--- config.mk ---
export PLATFORM = sky130hd
export DESIGN_NAME = uart_bridge_port_flat
export DESIGN_NICKNAME = d
export VERILOG_FILES = /design/src/rtl/uart_port_pkg.sv /design/src/rtl/uart_link_if.sv /design/src/rtl/uart_bridge_port.sv /design/src/flat_wrapper.sv
export SDC_FILE = /design/constraint.sdc
export NUM_CORES = 1
export LEC_CHECK = 0
export ABC_AREA = 1
export BUFFER_PORTS_ARGS = -buffer_cell sky130_fd_sc_hd__buf_2
export CAP_MARGIN = 20
export CORE_MARGIN = 2
export CORE_UTILIZATION = 50
export CTS_BUF_LIST = sky130_fd_sc_hd__clkbuf_8
export CTS_CLUSTER_SIZE = 24
export DETAILED_ROUTE_END_ITERATION = 8
export GPL_ROUTABILITY_DRIVEN = 1
export PLACE_DENSITY = 0.69
export SYNTH_ARGS = -nofsm -noshare
export SYNTH_HDL_FRONTEND = slang
export SYNTH_SLANG_ARGS = --single-unit
--- constraint.sdc ---
create_clock -name core_clk -period 5.8 [get_ports core_clk]
set_clock_uncertainty 0.15 [all_clocks]
set_input_delay 0.29 -clock core_clk [delete_from_list [all_inputs] [get_ports core_clk]]
set_output_delay 0.29 -clock core_clk [all_outputs]
set_load 0.05 [all_outputs]
--- src/rtl/uart_port_pkg.sv ---
// Shared constants for the serial port and its far-end partner
package uart_port_pkg;
  localparam int unsigned CLK_HZ = 25000000;
  localparam int unsigned BAUD_MIN = 300;
  localparam int unsigned BAUD_MAX = 6000000;
  localparam int unsigned BAUD_DEFAULT = 9600;
  // Cycles per bit: 25 MHz / 9600 rounded down
  localparam int unsigned DIV_DEFAULT = CLK_HZ / BAUD_DEFAULT;
  // Shortest legal divider, at the highest rate
  localparam int unsigned DIV_MIN = 4;
  localparam int unsigned DIV_W = 17;
  localparam int unsigned DATA_BITS_DEFAULT = 8;
  // Parity selection codes
  localparam logic [1:0] PAR_NONE = 2'h0;
  localparam logic [1:0] PAR_ODD = 2'h1;
  localparam logic [1:0] PAR_EVEN = 2'h2;
  // Mode strap code for serial mode: select 2,1 low, 0 high
  localparam logic [2:0] MODE_SERIAL = 3'h1;
  localparam logic RESET_FLOW = 1'b1;
  localparam logic RESET_TWO_STOP = 1'b0;
  localparam logic RESET_SEVEN = 1'b0;
endpackage : uart_port_pkg

--- src/rtl/uart_link_if.sv ---
// Serial link wires between the port and the far-end device
`timescale 1ns/1ps
interface uart_link_if;
  logic txd;
  logic rxd;
  logic rts_n;
  logic cts_n;
  logic tx_active;
  logic link_fault_n;
  modport port (output txd, input rxd, output rts_n, input cts_n,
                output tx_active, output link_fault_n);
  modport far (input txd, output rxd, input rts_n, output cts_n,
               input tx_active, input link_fault_n);
endinterface : uart_link_if

--- src/rtl/uart_bridge_port.sv ---
// Serial port end of the bridge: transmitter, receiver, line settings
`timescale 1ns/1ps
// How it works
// - Start, 7/8 data, optional parity, 1-2 stops
// - Data bits go least significant first
// - Divider covers 300 baud to 6 Mbaud
// - Reset gives 9600 baud, RTS/CTS on
// - Reset format is 8 data, no parity, 1 stop
// - Host config command with a legal divider sets every line setting
// - Transmit-active high while a frame is sent
// - RTS and CTS are low-true
// - Fixed pins for data and handshake lines
// - Far device waits for enumeration before sending
// - Link-fault output idles high, low after enumeration
// - Port works only in serial mode
// - Serial mode strap is select pins 001
module uart_bridge_port #(
  parameter int unsigned DATA_W = 8
) (
  // Clock and reset
  input wire logic core_clk,
  input wire logic rst_n,
  // Mode straps and enumeration state
  input wire logic mode_select_0,
  input wire logic mode_select_1,
  input wire logic mode_select_2,
  input wire logic enumerated,
  // Configuration command from the host side
  input wire logic cfg_valid,
  input wire logic [16:0] cfg_div,
  input wire logic cfg_flow,
  input wire logic cfg_seven,
  input wire logic [1:0] cfg_parity,
  input wire logic cfg_two_stop,
  // Transmit stream from the host side
  input wire logic [DATA_W-1:0] tx_data,
  input wire logic tx_valid,
  output logic tx_ready,
  // Receive stream to the host side
  output logic [DATA_W-1:0] rx_data,
  output logic rx_valid,
  input wire logic rx_ready,
  output logic rx_parity_err,
  output logic rx_frame_err,
  // Link
  uart_link_if.port link
);
  typedef enum logic [1:0] {
    S_IDLE = 2'b00, S_BITS = 2'b01, S_DONE = 2'b10
  } ser_state_type;

  // Line settings
  logic [16:0] div_q, div_d;
  logic flow_q, flow_d, seven_q, seven_d, two_q, two_d;
  logic [1:0] par_q, par_d;
  logic serial_on;
  logic fault_q, fault_d;
  assign serial_on = ({mode_select_2, mode_select_1, mode_select_0}
                      == uart_port_pkg::MODE_SERIAL);

  // Settings: reset defaults, then host commands
  always_comb begin
    div_d = div_q;
    flow_d = flow_q;
    seven_d = seven_q;
    par_d = par_q;
    two_d = two_q;
    if (cfg_valid && cfg_div >= 17'(uart_port_pkg::DIV_MIN)) begin
      div_d = cfg_div;
      flow_d = cfg_flow;
      seven_d = cfg_seven;
      par_d = cfg_parity;
      two_d = cfg_two_stop;
    end
  end

  // Transmitter
  ser_state_type ts_q, ts_d;
  logic [11:0] tsh_q, tsh_d;
  logic [3:0] tcnt_q, tcnt_d;
  logic [16:0] ttick_q, ttick_d;
  logic txd_q, txd_d, act_q, act_d, trdy_q, trdy_d;
  logic tpar;
  always_comb begin
    ts_d = ts_q;
    tsh_d = tsh_q;
    tcnt_d = tcnt_q;
    ttick_d = ttick_q;
    txd_d = 1'b1;
    act_d = 1'b0;
    trdy_d = 1'b0;
    tpar = seven_q ? ^tx_data[6:0] : ^tx_data;
    if (par_q == uart_port_pkg::PAR_ODD) tpar = ~tpar;
    case (ts_q)
      S_IDLE: begin
        // Start only in serial mode and, with flow control on, only when the far end clears us
        if (serial_on && tx_valid && !trdy_q
            && (!flow_q || !link.cts_n)) begin
          trdy_d = 1'b1;
          tsh_d = 12'hFFF;
          if (seven_q) begin
            tsh_d[7:0] = {tx_data[6:0], 1'b0};
            if (par_q != uart_port_pkg::PAR_NONE) tsh_d[8] = tpar;
          end else begin
            tsh_d[8:0] = {tx_data[7:0], 1'b0};
            if (par_q != uart_port_pkg::PAR_NONE) tsh_d[9] = tpar;
          end
          tcnt_d = 4'(1 + (seven_q ? 7 : 8) + (two_q ? 2 : 1)
                   + ((par_q == uart_port_pkg::PAR_NONE) ? 0 : 1));
          ttick_d = div_q;
          ts_d = S_BITS;
        end
      end
      S_BITS: begin
        txd_d = tsh_q[0];
        act_d = 1'b1;
        if (ttick_q <= 17'h00001) begin
          ttick_d = div_q;
          tsh_d = {1'b1, tsh_q[11:1]};
          tcnt_d = tcnt_q - 4'h1;
          if (tcnt_q == 4'h1) begin
            ts_d = S_IDLE;
            txd_d = 1'b1;
            act_d = 1'b0;
          end
        end else begin
          ttick_d = ttick_q - 17'h00001;
        end
      end
      default: ts_d = S_IDLE;
    endcase
  end

  // Receiver
  ser_state_type rs_q, rs_d;
  logic [9:0] rsh_q, rsh_d;
  logic [3:0] rcnt_q, rcnt_d;
  logic [16:0] rtick_q, rtick_d;
  logic rxd_prev_q, rxd_prev_d;
  logic [7:0] rbyte;
  logic rpar_bad, rfr_bad, rpush;
  logic [3:0] nbits;
  assign nbits = 4'((seven_q ? 7 : 8)
                 + ((par_q == uart_port_pkg::PAR_NONE) ? 0 : 1));
  always_comb begin
    rs_d = rs_q;
    rsh_d = rsh_q;
    rcnt_d = rcnt_q;
    rtick_d = rtick_q;
    rxd_prev_d = link.rxd;
    rpush = 1'b0;
    rbyte = seven_q ? {1'b0, rsh_q[8:2]} : rsh_q[9:2];
    rpar_bad = (seven_q ? ^rsh_q[9:2] : ^rsh_q[9:1]) ^
               (par_q == uart_port_pkg::PAR_ODD);
    if (par_q == uart_port_pkg::PAR_NONE) begin
      rpar_bad = 1'b0;
      rbyte = seven_q ? {1'b0, rsh_q[9:3]} : rsh_q[9:2];
    end
    if (seven_q && par_q == uart_port_pkg::PAR_NONE)
      rbyte = {1'b0, rsh_q[9:3]};
    else if (!seven_q && par_q != uart_port_pkg::PAR_NONE)
      rbyte = rsh_q[8:1];
    else if (seven_q)
      rbyte = {1'b0, rsh_q[8:2]};
    rfr_bad = 1'b0;
    case (rs_q)
      S_IDLE: begin
        if (serial_on && rxd_prev_q && !link.rxd) begin
          rtick_d = {1'b0, div_q[16:1]};
          rcnt_d = 4'h0;
          rs_d = S_BITS;
        end
      end
      S_BITS: begin
        if (rtick_q <= 17'h00001) begin
          rtick_d = div_q;
          if (rcnt_q == 4'h0 && link.rxd) begin
            rs_d = S_IDLE; // False start
          end else if (rcnt_q == nbits + 4'h1) begin
            // Stop sample: every data and parity bit already shifted in
            rs_d = S_DONE;
          end else begin
            rcnt_d = rcnt_q + 4'h1;
            if (rcnt_q != 4'h0) rsh_d = {link.rxd, rsh_q[9:1]};
          end
        end else begin
          rtick_d = rtick_q - 17'h00001;
        end
      end
      S_DONE: begin
        // Stop sample taken at bit centre on entry
        rfr_bad = !rxd_prev_q;
        rpush = 1'b1;
        rs_d = S_IDLE;
      end
      default: rs_d = S_IDLE;
    endcase
  end

  // Two-entry receive buffer, back-pressure via rts_n
  logic [DATA_W+1:0] buf_q [2];
  logic [DATA_W+1:0] buf_d [2];
  logic [1:0] fill_q, fill_d;
  logic rts_q, rts_d;
  logic [DATA_W-1:0] rdat_q, rdat_d;
  logic rval_q, rval_d, rperr_q, rperr_d, rferr_q, rferr_d;
  always_comb begin
    buf_d = buf_q;
    fill_d = fill_q;
    if (rval_q && rx_ready) begin
      buf_d[0] = buf_q[1];
      fill_d = fill_q - 2'h1;
    end
    if (rpush && fill_d != 2'h2) begin
      buf_d[fill_d[0]] = {rfr_bad, rpar_bad, DATA_W'(rbyte)};
      fill_d = fill_d + 2'h1;
    end
    rval_d = (fill_d != 2'h0);
    rdat_d = buf_d[0][DATA_W-1:0];
    rperr_d = buf_d[0][DATA_W];
    rferr_d = buf_d[0][DATA_W+1];
    // Request to send only in serial mode: while the buffer is empty, or always with flow control off
    rts_d = !(serial_on && (!flow_q || fill_d == 2'h0));
  end

  // Registers
  always_ff @(posedge core_clk) begin
    if (!rst_n) begin
      div_q <= 17'(uart_port_pkg::DIV_DEFAULT);
      flow_q <= uart_port_pkg::RESET_FLOW;
      seven_q <= uart_port_pkg::RESET_SEVEN;
      par_q <= uart_port_pkg::PAR_NONE;
      two_q <= uart_port_pkg::RESET_TWO_STOP;
      ts_q <= S_IDLE;
      tsh_q <= 12'hFFF;
      tcnt_q <= 4'h0;
      ttick_q <= 17'h00000;
      txd_q <= 1'b1;
      act_q <= 1'b0;
      trdy_q <= 1'b0;
      rs_q <= S_IDLE;
      rsh_q <= 10'h000;
      rcnt_q <= 4'h0;
      rtick_q <= 17'h00000;
      rxd_prev_q <= 1'b1;
      buf_q[0] <= '0;
      buf_q[1] <= '0;
      fill_q <= 2'h0;
      rts_q <= 1'b1;
      rdat_q <= '0;
      rval_q <= 1'b0;
      rperr_q <= 1'b0;
      rferr_q <= 1'b0;
      fault_q <= 1'b1;
    end else begin
      div_q <= div_d;
      flow_q <= flow_d;
      seven_q <= seven_d;
      par_q <= par_d;
      two_q <= two_d;
      ts_q <= ts_d;
      tsh_q <= tsh_d;
      tcnt_q <= tcnt_d;
      ttick_q <= ttick_d;
      txd_q <= txd_d;
      act_q <= act_d;
      trdy_q <= trdy_d;
      rs_q <= rs_d;
      rsh_q <= rsh_d;
      rcnt_q <= rcnt_d;
      rtick_q <= rtick_d;
      rxd_prev_q <= rxd_prev_d;
      buf_q <= buf_d;
      fill_q <= fill_d;
      rts_q <= rts_d;
      rdat_q <= rdat_d;
      rval_q <= rval_d;
      rperr_q <= rperr_d;
      rferr_q <= rferr_d;
      fault_q <= fault_d;
    end
  end

  // Link-fault flag: low once enumeration completes
  assign fault_d = !enumerated;

  // Outputs, all from flip-flops
  assign link.txd = txd_q;
  assign link.tx_active = act_q;
  assign link.rts_n = rts_q;
  assign link.link_fault_n = fault_q;
  assign tx_ready = trdy_q;
  assign rx_data = rdat_q;
  assign rx_valid = rval_q;
  assign rx_parity_err = rperr_q;
  assign rx_frame_err = rferr_q;
endmodule : uart_bridge_port

--- src/flat_wrapper.sv ---
// flat-port wrapper written by rule: the top's interface ports become plain ports
module uart_bridge_port_flat 
#(
  parameter int unsigned DATA_W = 8
)
  (core_clk, rst_n, mode_select_0, mode_select_1, mode_select_2, enumerated, cfg_valid, cfg_div, cfg_flow, cfg_seven, cfg_parity, cfg_two_stop, tx_data, tx_valid, tx_ready, rx_data, rx_valid, rx_ready, rx_parity_err, rx_frame_err, link_txd, link_rxd, link_rts_n, link_cts_n, link_tx_active, link_link_fault_n);
  uart_link_if link_i ();
  input wire logic core_clk;
  input wire logic rst_n;
  input wire logic mode_select_0;
  input wire logic mode_select_1;
  input wire logic mode_select_2;
  input wire logic enumerated;
  input wire logic cfg_valid;
  input wire logic [16:0] cfg_div;
  input wire logic cfg_flow;
  input wire logic cfg_seven;
  input wire logic [1:0] cfg_parity;
  input wire logic cfg_two_stop;
  input wire logic [DATA_W-1:0] tx_data;
  input wire logic tx_valid;
  output logic tx_ready;
  output logic [DATA_W-1:0] rx_data;
  output logic rx_valid;
  input wire logic rx_ready;
  output logic rx_parity_err;
  output logic rx_frame_err;
  output wire logic [$bits(link_i.txd)-1:0] link_txd;
  input wire logic [$bits(link_i.rxd)-1:0] link_rxd;
  output wire logic [$bits(link_i.rts_n)-1:0] link_rts_n;
  input wire logic [$bits(link_i.cts_n)-1:0] link_cts_n;
  output wire logic [$bits(link_i.tx_active)-1:0] link_tx_active;
  output wire logic [$bits(link_i.link_fault_n)-1:0] link_link_fault_n;
  assign link_txd = link_i.txd;
  assign link_i.rxd = link_rxd;
  assign link_rts_n = link_i.rts_n;
  assign link_i.cts_n = link_cts_n;
  assign link_tx_active = link_i.tx_active;
  assign link_link_fault_n = link_i.link_fault_n;
  uart_bridge_port #(.DATA_W(DATA_W)) u_core (.core_clk(core_clk), .rst_n(rst_n), .mode_select_0(mode_select_0), .mode_select_1(mode_select_1), .mode_select_2(mode_select_2), .enumerated(enumerated), .cfg_valid(cfg_valid), .cfg_div(cfg_div), .cfg_flow(cfg_flow), .cfg_seven(cfg_seven), .cfg_parity(cfg_parity), .cfg_two_stop(cfg_two_stop), .tx_data(tx_data), .tx_valid(tx_valid), .tx_ready(tx_ready), .rx_data(rx_data), .rx_valid(rx_valid), .rx_ready(rx_ready), .rx_parity_err(rx_parity_err), .rx_frame_err(rx_frame_err), .link(link_i));
endmodule
==> results.py <==
metrics = {
    "floorplanning": {
        "dieHeight_um": 119,
        "ios": 57,
        "rows": 41,
        "die_width_um": 119,
        "initial_core_util_pct": 51.6,
        "die_area_sq_mm": 0.0141,
        "coreArea_sq_mm": 0.0128,
    },
    "routing": {
        "first_pass_iters": 5,
        "ant_nets": 0,
        "dr_total_vias": 6275,
        "drt-wirelength-per-cell_um": 13.6,
        "drc": 0,
        "wl_um": 16300,
        "first_iter_violations": 567,
        "vias_per_cell": 5.23,
    },
    "worst_setup_path": {
        "max_stage_delay_ns": 0.60,
        "r2r_start": "u_core.rx_valid",
        "crit_required_ns": 6.03,
        "worstSetupPathType": "flop to flop",
        "startpoint_type": "flop",
        "path_max_fanout": 20,
        "crit_chain": "nand2_1 -> or2_2 -> nand2_1 -> inv_1 -> ha_1 -> nor3_1 -> ha_1 -> o21ai_0 -> a21oi_1",
        "reg2reg_depth": 9,
        "cpMaxStageDelayCell": "ha_1",
        "end_kind": "flop",
        "worstPathArrival_ns": 3.31,
        "rrSetupSlack_ns": 2.72,
    },
    "clock_tree": {
        "htree_levels": 4,
        "cts_tree": "built",
        "numClockSinks": 115,
        "cts_root_buf": "clkbuf_8",
        "numCtsBuffers": 17,
        "clockBufferDepth": 2,
        "worstSkewPairLatency_ns": 0.45,
        "clkSlewWorstSetupHoldPaths_ns": 0.07,
    },
    "power_and_ir_drop": {
        "power_density_mw_per_mm2": 466,
        "p_leak_nw": 3.42,
        "p_total_w": 0.00350,
        "peakVddDrop_uv": 330,
    },
    "synthesis": {
        "synthAdderAreaFrac_pct": 4.10,
        "synth_simple_gate_area_share_pct": 27.4,
        "synth_cell_types": 47,
        "synth.most_common_cell": "nand2_1",
        "synth_area_sq_mm": 0.00660,
        "synth_top_family_by_area": "simple AND/OR/NAND/NOR gates",
        "synth-compound-area-share_pct": 19.1,
        "synth.largest_area_cell": "dfxtp_1",
        "synthCells": 967,
        "synthTopCellsByArea": "dfxtp_1 (35%), nand2_1 (11%), o21ai_0 (10%), nor2_1 (6.7%), a21oi_1 (6.2%)",
        "synth_top_area_share_pct": 34.9,
        "synthArstFlopShare_pct": 0,
        "ys_seq_elements": 115,
        "synth-edff-count": 0,
        "syn-num-nets": 1029,
        "synthMuxAreaShare_pct": 1.54,
        "synthTopCellsByCount": "nand2_1 (197), o21ai_0 (137), nor2_1 (118), dfxtp_1 (115), a21oi_1 (82)",
        "ys.flop_type": "dfxtp_1",
        "yosysSeqAreaShare_pct": 34.9,
        "yosysWarnings": 0,
        "syn_avg_cell_area_sq_um": 6.82,
        "synth-xor-area-share_pct": 3.98,
    },
    "sta": {
        "worstMarginPinSlew_ns": 0.917,
        "min_period_ns": 3.08,
        "setup_viol": 0,
        "rsz0062_at_grt": "false",
        "hold_violations": 1,
        "slew_viol_final": 0,
        "max_freq_mhz": 325,
        "max_slew_margin_pct": 38.9,
        "hold-worst-slack_ns": -0.00893,
        "fin_setup_tns_ns": 0,
        "final.period_utilization_pct": 53.1,
    },
    "grt": {
        "grt_max_degree": 99,
        "track_usage_pct": 23.7,
        "grt_pass1_wl_um": 27100,
        "grt_pass1_vias": 5562,
        "antenna_found_initial": 0,
        "gr-total-overflow": 0,
    },
    "status": {
        "outcome": "complete, but fails checks",
        "violations": "negative hold slack",
    },
    "min_path": {
        "hold_path_end": "u_core.two_q",
        "holdCritPathClass": "primary input to flop",
        "holdCritStartpoint": "cfg_two_stop",
        "whs_path_depth": 3,
    },
    "layout": {
        "layout-drive-gt1-share_pct": 12.3,
        "nets": 1077,
        "diodes": 0,
        "area_growth_pct": 13.7,
    },
    "placed_design": {
        "numPortBuffers": 56,
        "gp_congestion": 0.858,
        "detailed_place_hpwl_um": 11100,
    },
    "job": {
        "maxCapViolCount": 0,
    },
}
-- metal layers --
layer,up-vias,global-route usage [%],wire [um]
met2,153,37.6,7430
met1,2822,31.7,7830
li1,3277,-,-
met5,-,0,0
met3,23,5.17,730
met4,0,8.63,301
-- sequential cells by signal (all words and copies together) (netlist names), 3 cells and up, named ones only --
signal	cells
u_core.buf_q	3
u_core.div_q	17
u_core.rcnt_q	4
u_core.rsh_q	9
u_core.rtick_q	17
u_core.rx_data	7
u_core.tcnt_q	4
u_core.tsh_q	10
u_core.ttick_q	17
-- power breakdown --
| group | switching, W | internal (W) | leakage, nW |
|---|---|---|---|
| clock network | 0.000336 | 0.000477 | 0.222 |
| registers | 0.000174 | 0.000957 | 0.942 |
| logic | 0.00100 | 0.000548 | 2.26 |
| total | 0.00151 | 0.00198 | 3.42 |
-- cells in the final DEF (no fill, tap or decap), types with 3 or more instances in the layout --
master,Yosys,final
bufinv_16,0,3
nand4_1,7,7
inv_1,80,81
nor2_1,118,118
nand3_1,49,49
dfxtp_1,115,115
o21ai_0,137,137
xnor2_1,14,14
mux2_2,9,9
o211ai_1,10,10
nand3b_1,3,3
xor2_1,16,16
dlygate4sd3_1,0,23
nor2_4,3,3
a211oi_1,5,5
nand2_1,197,197
buf_2,12,56
ha_1,20,20
nor2_2,9,9
nor3_1,9,9
clkbuf_8,0,22
a21oi_1,82,82
clkinv_2,0,4
nand2_2,4,4
nor4_1,3,3
-- repair_timing --
action                                 4_1_cts  5_1_grt
hold buffers                                23        0
gates resized for setup                      0        0
setup buffers                                0        0
endpoints found under the hold margin       21        0
-- metrics by stage --
| step | setup slack (ns) | instances | hold slack [ns] | area, sq um | utilization [%] |
|---|---|---|---|---|---|
| 2_1_floorplan | 3.05 | 967 | 0.210 | 6600 | - |
| 3_3_place_gp | 2.85 | 1145 | 0.258 | 6830 | 53.5 |
| 3_5_place_dp | 2.76 | 1145 | 0.263 | 6830 | 53.5 |
| 4_1_cts | 2.78 | 1200 | 0.00210 | 7500 | 58.7 |
| 5_1_grt | 2.38 | 1200 | 0.0190 | 7500 | 58.7 |
| 6_report | 2.72 | 1200 | -0.00893 | 7500 | 58.7 |
-- cells by family (layout without fill, tap and decap cells) --
group | after synthesis | in the layout
AO/OA/AOI/OAI | 242 | 242
XOR/XNOR | 30 | 30
adder cells (fa/ha/maj) | 21 | 21
buffers and inverters | 136 | 197
flip-flops | 115 | 115
multiplexers | 9 | 9
AND/OR/NAND/NOR | 414 | 414
-- final cells by class --
class	count	area (sq um)
flip-flops and latches	115	2300
well taps	172	215
multi-input cells	716	3700
fillers	1235	5280
clock buffers	22	303
clock inverters	10	129
inverters	84	320
repair buffers	81	526
-- how the worst max path moves through the flow --
stage	from	to	slack [ns]	cells after the start
6_report	u_core.rx_valid	flop	2.72	9
5_1_grt	u_core.rx_valid	flop	2.38	9
4_1_cts	u_core.rx_valid	flop	2.78	9
3_5_place_dp	rx_ready	flop	2.76	10
3_3_place_gp	rx_ready	flop	2.85	10
2_1_floorplan	u_core.rx_valid	flop	3.05	11
-- critical path: cells and delay by family (launching register included) --
family | cells | cell delay (ns)
buf+inv | 1 | 0.08
simple gates | 4 | 1.20
flops | 1 | 0.35
compound gates | 2 | 0.38
fa+ha+maj | 2 | 0.84
Note: power is estimated with default switching activity, not from simulation.
